===== src/hdl/dcbd_pkg.sv =====
// Package of constants and types for the DC bridge drive control block
package dcbd_pkg;

	// ------------------------------------------------------------
	// Clock rate
	// ------------------------------------------------------------
	localparam int CLK_MHZ = 250;                       // Core clock rate in MHz

	// ------------------------------------------------------------
	// Timing figures in their own units
	// ------------------------------------------------------------
	localparam int OFF_TIME_NOM_US = 25;                // Fixed off-time, nominal
	localparam int OFF_TIME_MIN_US = 16;                // Fixed off-time, least
	localparam int OFF_TIME_MAX_US = 34;                // Fixed off-time, longest
	localparam int DEAD_TIME_MIN_NS = 50;               // Crossover dead time, least
	localparam int STANDBY_DELAY_MS = 1;                // Standby delay
	localparam int RETRY_DELAY_MS = 2;                  // Overcurrent retry timeout
	localparam int OC_QUALIFY_MIN_US = 1;               // Overcurrent pulse width, least
	localparam int WAKE_SETTLE_US = 30;                 // Charge pump settle, longest

	// ------------------------------------------------------------
	// Derived cycle counts
	// ------------------------------------------------------------
	localparam int OFF_TIME_CYC = OFF_TIME_NOM_US * CLK_MHZ;
	localparam int FAST_HALF_CYC = OFF_TIME_CYC / 2;
	localparam int DEAD_TIME_CYC = (DEAD_TIME_MIN_NS * CLK_MHZ + 999) / 1000;
	localparam int STANDBY_CYC = STANDBY_DELAY_MS * 1000 * CLK_MHZ;
	localparam int RETRY_CYC = RETRY_DELAY_MS * 1000 * CLK_MHZ;
	localparam int OC_QUALIFY_CYC = OC_QUALIFY_MIN_US * CLK_MHZ;
	localparam int WAKE_SETTLE_CYC = WAKE_SETTLE_US * CLK_MHZ;
	localparam int CNT_W = 20;                          // Width of every timer

	// ------------------------------------------------------------
	// Reset values
	// ------------------------------------------------------------
	localparam logic RST_STANDBY = 1'b1;                // Wake up in standby

	// ------------------------------------------------------------
	// Types
	// ------------------------------------------------------------
	typedef enum logic [2:0] {
		DCBD_DRIVE = 3'b000,                            // Diagonal pair on
		DCBD_FAST  = 3'b001,                            // Fast decay half
		DCBD_DEAD  = 3'b010,                            // All drivers off
		DCBD_SLOW  = 3'b011                             // Slow decay rest
	} dcbd_chop_t;

	typedef struct packed {
		logic hi;                                        // High-side gate on
		logic lo;                                        // Low-side gate on
	} dcbd_leg_t;

	typedef struct packed {
		logic input_a;                                   // Direction input a
		logic input_b;                                   // Direction input b
	} dcbd_cmd_t;

endpackage


===== src/hdl/dcbd_top.sv =====
// DC bridge drive control: direction decode, chopper, standby and protection
// Functional notes
// - Input patterns select forward, reverse, brake.
// - Forward trip: out_a low, out_b chops.
// - Reverse trip: out_b low, out_a chops.
// - Both inputs low coasts outputs high-Z.
// - Inputs low over 1 ms enter standby.
// - Trip resets latch, turns pair off.
// - Fixed off-time 25 us per trip.
// - Fast decay first half, slow rest.
// - Dead time between fast and slow.
// - Short detected pulls fault output low.
// - Retry grounded re-enables after 2 ms.
// - Retry open latches fault until standby.
// - No-retry variant always latches fault.
// - Thermal shutdown disables bridge outputs.
// - Undervoltage keeps all drivers off.
`timescale 1ns/1ps
module dcbd_top
	import dcbd_pkg::*;
#(
	parameter int OFF_CYC     = dcbd_pkg::OFF_TIME_CYC,
	parameter int STANDBY_P   = dcbd_pkg::STANDBY_CYC,
	parameter int RETRY_P     = dcbd_pkg::RETRY_CYC,
	parameter bit HAS_RETRY   = 1'b1
) (
	// Clock and reset
	input  wire logic                core_clk,
	input  wire logic                arst_n,
	// Controller inputs
	input  wire dcbd_pkg::dcbd_cmd_t cmd,
	input  wire logic                retry_select,
	// Analog monitor results
	input  wire logic                trip_cmp,
	input  wire logic                overcurrent_guard,
	input  wire logic                thermal_hot,
	input  wire logic                supply_lockout,
	// Bridge gates
	output dcbd_pkg::dcbd_leg_t      bridge_out_a,
	output dcbd_pkg::dcbd_leg_t      bridge_out_b,
	// Status pins
	output logic                     standby,
	output logic                     fault_out_low_o,
	output logic                     fault_out_low_oe
);
	import dcbd_pkg::*;

	// ------------------------------------------------------------
	// Declarations
	// ------------------------------------------------------------
	dcbd_chop_t       chop_reg;                         // Chopper phase
	logic [CNT_W-1:0] off_cnt_reg;                      // Off-time counter
	logic [CNT_W-1:0] dead_cnt_reg;                     // Dead-time counter
	logic [CNT_W-1:0] sby_cnt_reg;                      // Standby counter
	logic [CNT_W-1:0] oc_cnt_reg;                       // Overcurrent qualify
	logic [CNT_W-1:0] rty_cnt_reg;                      // Retry timeout
	logic             fault_reg;                        // Overcurrent fault held
	logic             thermal_reg;                      // Thermal lockout, follows comparator
	logic             coast;                            // Both inputs low
	logic             fwd;                              // Forward command
	logic             rev;                              // Reverse command
	logic             kill;                             // Force all off
	logic             latch_mode;                       // Fault latches
	logic             oc_qual;                          // Qualified overcurrent
	dcbd_leg_t        a_next;                           // Leg a next gates
	dcbd_leg_t        b_next;                           // Leg b next gates

	assign coast = !cmd.input_a && !cmd.input_b;
	assign fwd = cmd.input_a && !cmd.input_b;
	assign rev = !cmd.input_a && cmd.input_b;
	assign latch_mode = !HAS_RETRY || retry_select;
	assign kill = fault_reg || thermal_reg || supply_lockout || standby;
	assign oc_qual = oc_cnt_reg >= CNT_W'(OC_QUALIFY_CYC - 1) && overcurrent_guard;

	// ------------------------------------------------------------
	// Chopper phase sequencer
	// ------------------------------------------------------------
	// Phases only advance while driving a direction; brake and coast reset it.
	always_ff @(posedge core_clk or negedge arst_n) begin
		if (!arst_n) begin
			chop_reg <= DCBD_DRIVE;
			off_cnt_reg <= '0;
			dead_cnt_reg <= '0;
		end else if (!(fwd || rev) || kill) begin
			chop_reg <= DCBD_DRIVE;
			off_cnt_reg <= '0;
			dead_cnt_reg <= '0;
		end else begin
			case (chop_reg)
				DCBD_DRIVE: begin
					off_cnt_reg <= '0;
					dead_cnt_reg <= '0;
					if (trip_cmp) begin
						chop_reg <= DCBD_FAST;
					end
				end
				DCBD_FAST: begin
					off_cnt_reg <= off_cnt_reg + 1'b1;
					if (off_cnt_reg >= CNT_W'(OFF_CYC / 2 - 1)) begin
						chop_reg <= DCBD_DEAD;
					end
				end
				DCBD_DEAD: begin
					off_cnt_reg <= off_cnt_reg + 1'b1;
					dead_cnt_reg <= dead_cnt_reg + 1'b1;
					if (dead_cnt_reg >= CNT_W'(DEAD_TIME_CYC - 1)) begin
						chop_reg <= DCBD_SLOW;
					end
				end
				DCBD_SLOW: begin
					off_cnt_reg <= off_cnt_reg + 1'b1;
					if (off_cnt_reg >= CNT_W'(OFF_CYC - 1)) begin
						chop_reg <= DCBD_DRIVE;
					end
				end
				default: begin
					chop_reg <= DCBD_DRIVE;
				end
			endcase
		end
	end

	// ------------------------------------------------------------
	// Gate decode
	// ------------------------------------------------------------
	// Chopping leg toggles high in fast decay, low in slow decay.
	always_comb begin
		a_next = '0;
		b_next = '0;
		if (kill || coast) begin
			a_next = '0;
			b_next = '0;
		end else if (cmd.input_a && cmd.input_b) begin
			a_next = 2'b01;
			b_next = 2'b01;
		end else if (chop_reg == DCBD_DRIVE) begin
			a_next = fwd ? 2'b10 : 2'b01;
			b_next = fwd ? 2'b01 : 2'b10;
		end else if (chop_reg == DCBD_DEAD) begin
			a_next = '0;
			b_next = '0;
		end else if (fwd) begin
			a_next = 2'b01;
			b_next = (chop_reg == DCBD_FAST) ? 2'b10 : 2'b01;
		end else begin
			b_next = 2'b01;
			a_next = (chop_reg == DCBD_FAST) ? 2'b10 : 2'b01;
		end
	end

	// Registered gates so outputs come straight from flops
	always_ff @(posedge core_clk or negedge arst_n) begin
		if (!arst_n) begin
			bridge_out_a <= '0;
			bridge_out_b <= '0;
		end else begin
			bridge_out_a <= a_next;
			bridge_out_b <= b_next;
		end
	end

	// ------------------------------------------------------------
	// Standby timer
	// ------------------------------------------------------------
	// Any non-coast input wakes at once; the host owns the settle wait.
	always_ff @(posedge core_clk or negedge arst_n) begin
		if (!arst_n) begin
			sby_cnt_reg <= '0;
			standby <= RST_STANDBY;
		end else if (!coast) begin
			sby_cnt_reg <= '0;
			standby <= 1'b0;
		end else if (sby_cnt_reg >= CNT_W'(STANDBY_P - 1)) begin
			standby <= 1'b1;
		end else begin
			sby_cnt_reg <= sby_cnt_reg + 1'b1;
		end
	end

	// ------------------------------------------------------------
	// Overcurrent qualify, fault and retry
	// ------------------------------------------------------------
	always_ff @(posedge core_clk or negedge arst_n) begin
		if (!arst_n) begin
			oc_cnt_reg <= '0;
		end else if (!overcurrent_guard || fault_reg) begin
			oc_cnt_reg <= '0;
		end else if (!oc_qual) begin
			oc_cnt_reg <= oc_cnt_reg + 1'b1;
		end
	end

	// New qualified overcurrent wins over any clear in the same cycle.
	always_ff @(posedge core_clk or negedge arst_n) begin
		if (!arst_n) begin
			fault_reg <= 1'b0;
			rty_cnt_reg <= '0;
		end else if (oc_qual) begin
			fault_reg <= 1'b1;
			rty_cnt_reg <= '0;
		end else if (fault_reg && standby) begin
			fault_reg <= 1'b0;
		end else if (fault_reg && !latch_mode) begin
			if (rty_cnt_reg >= CNT_W'(RETRY_P - 1)) begin
				fault_reg <= 1'b0;
				rty_cnt_reg <= '0;
			end else begin
				rty_cnt_reg <= rty_cnt_reg + 1'b1;
			end
		end
	end

	// Open-drain fault pin: drive low only while fault held
	always_ff @(posedge core_clk or negedge arst_n) begin
		if (!arst_n) begin
			fault_out_low_o <= 1'b0;
			fault_out_low_oe <= 1'b0;
		end else begin
			fault_out_low_o <= 1'b0;
			fault_out_low_oe <= fault_reg;
		end
	end

	// Thermal flag follows the hysteresis comparator
	always_ff @(posedge core_clk or negedge arst_n) begin
		if (!arst_n) begin
			thermal_reg <= 1'b0;
		end else begin
			thermal_reg <= thermal_hot;
		end
	end

	// ------------------------------------------------------------
	// Assertions
	// ------------------------------------------------------------
	a_fwd_drive: assert property (@(posedge core_clk) disable iff (!arst_n)
		(fwd && !kill && chop_reg == DCBD_DRIVE) |=> (bridge_out_a == 2'b10))
		else $error("forward drive wrong");
	a_brake_low: assert property (@(posedge core_clk) disable iff (!arst_n)
		(cmd.input_a && cmd.input_b && !kill) |=> (bridge_out_a == 2'b01 && bridge_out_b == 2'b01))
		else $error("brake wrong");
	a_coast_off: assert property (@(posedge core_clk) disable iff (!arst_n)
		coast |=> (bridge_out_a == 2'b00 && bridge_out_b == 2'b00))
		else $error("coast not off");
	a_fwd_chop: assert property (@(posedge core_clk) disable iff (!arst_n)
		(fwd && !kill && chop_reg == DCBD_SLOW) |=> (bridge_out_a == 2'b01))
		else $error("forward chop wrong");
	a_rev_chop: assert property (@(posedge core_clk) disable iff (!arst_n)
		(rev && !kill && chop_reg == DCBD_FAST) |=> (bridge_out_b == 2'b01))
		else $error("reverse chop wrong");
	a_trip_fast: assert property (@(posedge core_clk) disable iff (!arst_n)
		((fwd || rev) && !kill && chop_reg == DCBD_DRIVE && trip_cmp) |=> chop_reg == DCBD_FAST)
		else $error("trip ignored");
	a_dead_off: assert property (@(posedge core_clk) disable iff (!arst_n)
		(chop_reg == DCBD_DEAD) |=> (bridge_out_a.hi == 1'b0 && bridge_out_b.hi == 1'b0))
		else $error("dead time drives");
	a_kill_off: assert property (@(posedge core_clk) disable iff (!arst_n)
		(supply_lockout || thermal_reg) |=> (bridge_out_a == 2'b00 && bridge_out_b == 2'b00))
		else $error("lockout drives");
	a_fault_pin: assert property (@(posedge core_clk) disable iff (!arst_n)
		$rose(fault_reg) |=> fault_out_low_oe)
		else $error("fault pin idle");
	a_fault_rel: assert property (@(posedge core_clk) disable iff (!arst_n)
		$fell(fault_reg) |=> !fault_out_low_oe)
		else $error("fault pin stuck");
	a_oc_qual: assert property (@(posedge core_clk) disable iff (!arst_n)
		(!fault_reg && $rose(overcurrent_guard)) |=> !fault_reg)
		else $error("unqualified fault");
	a_latch_hold: assert property (@(posedge core_clk) disable iff (!arst_n)
		(fault_reg && latch_mode && !standby) |=> fault_reg)
		else $error("latched fault lost");
	c_chop: cover property (@(posedge core_clk) disable iff (!arst_n) chop_reg == DCBD_SLOW);
	c_fault: cover property (@(posedge core_clk) disable iff (!arst_n) $rose(fault_reg));
	c_retry: cover property (@(posedge core_clk) disable iff (!arst_n)
		$fell(fault_reg) && !standby);
	c_sby: cover property (@(posedge core_clk) disable iff (!arst_n) $rose(standby));

endmodule


===== config.mk =====
export PLATFORM = sky130hd
export DESIGN_NAME = dcbd_top
export DESIGN_NICKNAME = d
export VERILOG_FILES = /design/src/hdl/dcbd_pkg.sv /design/src/hdl/dcbd_top.sv
export SDC_FILE = /design/constraint.sdc
export NUM_CORES = 1
export LEC_CHECK = 0
export ABC_AREA = 1
export BUFFER_PORTS_ARGS = -buffer_cell sky130_fd_sc_hd__clkbuf_2
export CORE_UTILIZATION = 65
export CTS_BUF_LIST = sky130_fd_sc_hd__clkbuf_2 sky130_fd_sc_hd__clkbuf_4 sky130_fd_sc_hd__clkbuf_8
export DETAILED_ROUTE_END_ITERATION = 7
export MAX_ROUTING_LAYER = met4
export PLACE_DENSITY = 0.82
export SLEW_MARGIN = 10
export SYNTH_ARGS = -nofsm -noshare
export SYNTH_HDL_FRONTEND = slang
export SYNTH_SLANG_ARGS = --single-unit

===== constraint.sdc =====
create_clock -name core_clk -period 2 [get_ports core_clk]
set_clock_uncertainty 0.05 [all_clocks]
set_input_delay 0.1 -clock core_clk [delete_from_list [all_inputs] [get_ports core_clk]]
set_output_delay 0.1 -clock core_clk [all_outputs]
set_load 0.01 [all_outputs]

==> results.tsv <==
stage	metric	value	unit
run_status	status	complete, no violations	
cells_and_area	diode count	0	
floorplan	Die X	103	um
cts	CTS Buffer Depth	2	
cells_and_area	nets	967	
cts	Skew-Pair Late Insertion Delay	0.40	ns
global_route	first-pass GRT wire length	25.0	mm
power_and_ir_drop	pwr/cell area	553	mW/mm^2
power_and_ir_drop	Psw	956	uW
synthesis	Post-Synth Adder-Cell Area	3.57	%
cells_and_area	most frequent cells in the layout	215 x nand2_1, 155 x nor2_1, 109 x inv_1	
cts	CTS Sinks	110	
synthesis	FFs w/ async S/R, synth	100	%
place	half-perimeter wire length after placement	10.8	mm
critical_path	nature of the critical path startpoint	register	
synthesis	Distinct cells, synth	47	
critical_path	R2R Setup Slk	0.15	ns
critical_path	CP endpoint kind	register	
synthesis	Synth Cell Area	0.00667	mm^2
critical_path	Req. time, crit path	2.24	ns
floorplan	die area	0.0107	mm^2
sta	period utilization	92.7	%
power_and_ir_drop	combinational group share of total power	4.8	%
global_route	vias in the first global route	5540	
place	Routability Congestion	0.943	
critical_path	crit path kind	reg -> reg	
critical_path	reg-to-reg endpoint	dead_cnt_reg[3]	
global_route	total global-route track usage	31.4	%
cells_and_area	ratio of cells with drive above 1 in the final layout	10.7	%
critical_path	RR Startpoint	chop_reg[0]	
floorplan	Initial Util	67.6	%
drt	vias post-DR	5969	
drt	Total Wirelength	15.0	mm
cells_and_area	Layout area overhead	7.98	%
power_and_ir_drop	Int Pwr	3.03	mW
cts	CTS clk-pin slew, worst paths	0.11	ns
power_and_ir_drop	clock share of power	38.6	%
synthesis	prevailing post-synth register cell	dfrtp_1	
critical_path	Critical Path Sink	dead_cnt_reg[3]	
drt	WL/cell	13.9	um
power_and_ir_drop	Seq pwr share	56.6	%
sta	fin. max-slew vios	0	
power_and_ir_drop	static leakage	3.31	nW
global_route	largest net degree at the start of global routing	111	
cells_and_area	Fillers	786	
cts	CTS tree	done	
place	PortBufs	14	
sta	min Tclk post-route	1.85	ns
synthesis	simple logic cell fraction of the synthesized area	35.5	%
power_and_ir_drop	Design Power	3.98	mW
cts	total number of H-tree levels	3	
cts	Clock Tree Root	clkbuf_8	
critical_path	CP max FO	14	
synthesis	number of flops mapped to enable cells by yosys	0	
synthesis	number of synthesized register bits	110	
sta	Min Hold Slack	0.0552	ns
job	MaxCap Viol Count	0	
cts	Inserted Clock Buffers	9	
floorplan	Rows	36	
floorplan	core area	0.00986	mm^2
global_route	initial antenna violation count	0	
drt	drt pass-1 iters	6	
power_and_ir_drop	Switching Share	24.0	%
min_path	Hold Path Class	in -> reg	
sta	measured slew at the worst slew-check pin	0.660	ns
cells_and_area	commonest non-fill, non-tap cell in the layout	nand2_1	
power_and_ir_drop	Peak VDD IR	0.546	mV
critical_path	critical path startpoint	chop_reg[0]	
critical_path	FF-to-FF path depth	9	
drt	Antenna Violating Nets Remaining	0	
synthesis	largest family of logic cells by synthesized area	simple AND/OR/NAND/NOR gates	
synthesis	mux contribution to synthesized area	0	%
sta	Max transition margin	56.0	%
sta	Fmax	539	MHz
synthesis	Ys Warns	0	
synthesis	Synth Net Count	944	
synthesis	Synth Area in Compound Gates	7.47	%
drt	met2 routed WL	7.37	mm
sta	final setup violation count	0	
floorplan	# IOs	16	
cells_and_area	Multi-input gate area	0.00338	mm^2
cells_and_area	Reg area	0.00276	mm^2
global_route	total grt overflow	0	
floorplan	Die Span Y	103	um
drt	met3 wire len	607	um
synthesis	Mean Syn Cell Area	7.28	um^2
synthesis	post-synthesis sequential area ratio	41.3	%
drt	DRC	0	
drt	Vias/cell	5.54	
sta	Final Hold Vio Count	0	
drt	wire length on met1	6.68	mm
drt	Max Used Layer	met4	
synthesis	xor and xnor area share after synthesis	3.81	%
critical_path	CP arrival	2.09	ns
drt	DRT iter0 DRCs	324	
synthesis	Syn Inst Count	916	
-- metrics by stage --
step                utilization (%)  TNS [ns]  area [um^2]  std cells  setup WS, ns
floorplan                         -         0         6670        916         0.325
finish                         73.0         0         7200       1077         0.146
detailed placement             70.2         0         6920       1058        0.0911
global route                   73.0   -0.0177         7200       1077       -0.0177
global placement               70.2         0         6920       1058         0.197
CTS                            72.8         0         7180       1077        0.0695
-- cell type report --
| type | count | area share [%] |
|---|---|---|
| clock buffers | 10 | 1.82 |
| inverters | 118 | 6.19 |
| clock inverters | 6 | 1.30 |
| multi-input cells | 670 | 47.0 |
| repair buffers | 30 | 3.13 |
| well taps | 133 | 2.31 |
| flip-flops and latches | 110 | 38.3 |
-- cells in the mapped netlist (11+ instances only) --
cell type | number | area [um^2]
nand2_1 | 216 | 811
o21ai_1 | 12 | 60.1
ha_1 | 19 | 238
dfrtp_1 | 109 | 2730
nor2_1 | 157 | 589
a21oi_1 | 20 | 100
xor2_1 | 27 | 236
nor3_1 | 16 | 80.1
o21ai_0 | 25 | 125
nand3_1 | 93 | 465
buf_2 | 11 | 55.1
inv_1 | 109 | 409
nand4_1 | 18 | 113
-- layer usage --
metal	GRT usage [%]	up-vias
met5	-	-
met4	12.6	0
met3	6.65	29
met2	50.6	138
met1	38.7	2846
li1	-	2956
-- worst max-delay path, cell delays in order, from the launching register on --
cell     delay, ns
dfrtp_1       0.43
inv_1         0.09
ha_1          0.28
nor2_2        0.22
inv_1         0.12
nor2_4        0.12
inv_2         0.12
nand2_1       0.10
xor2_1        0.15
a21oi_1       0.05
-- power by group through the flow --
stage / combinational (mW) / clock [mW] / sequential [mW]
2_1_floorplan: 0.0953 / 0 / 2.30
6_report: 0.193 / 1.54 / 2.26
3_5_place_dp: 0.189 / 0 / 2.30
5_1_grt: 0.223 / 1.65 / 2.26
3_3_place_gp: 0.176 / 0 / 2.30
4_1_cts: 0.194 / 1.58 / 2.26
-- how the worst min path moves through the flow --
stage / from / endpoint / slack [ns] / cells past startpoint
6_report: overcurrent_guard / oc_cnt_reg[1] / 0.06 / 3
5_1_grt: overcurrent_guard / oc_cnt_reg[1] / 0.07 / 3
2_1_floorplan: arst_n / bridge_out_a[0] / -0.25 / 0
3_3_place_gp: thermal_hot / thermal_reg / 0.16 / 1
3_5_place_dp: thermal_hot / thermal_reg / 0.16 / 1
4_1_cts: overcurrent_guard / oc_cnt_reg[1] / 0.02 / 3
-- cells by family after synthesis --
family | Yosys count
compound gates | 84
other cells | 1
buf+inv | 136
simple gates | 537
xor+xnor | 29
fa+ha+maj | 19
flops | 110
-- repair_timing --
action                     CTS  global route
hold buffers                 3             0
gates resized for setup      0             7
setup endpoints to repair    0            14
buffers inserted             0             0
hold endpoints to repair   112             0
Note: power is estimated with default switching activity, not from simulation.
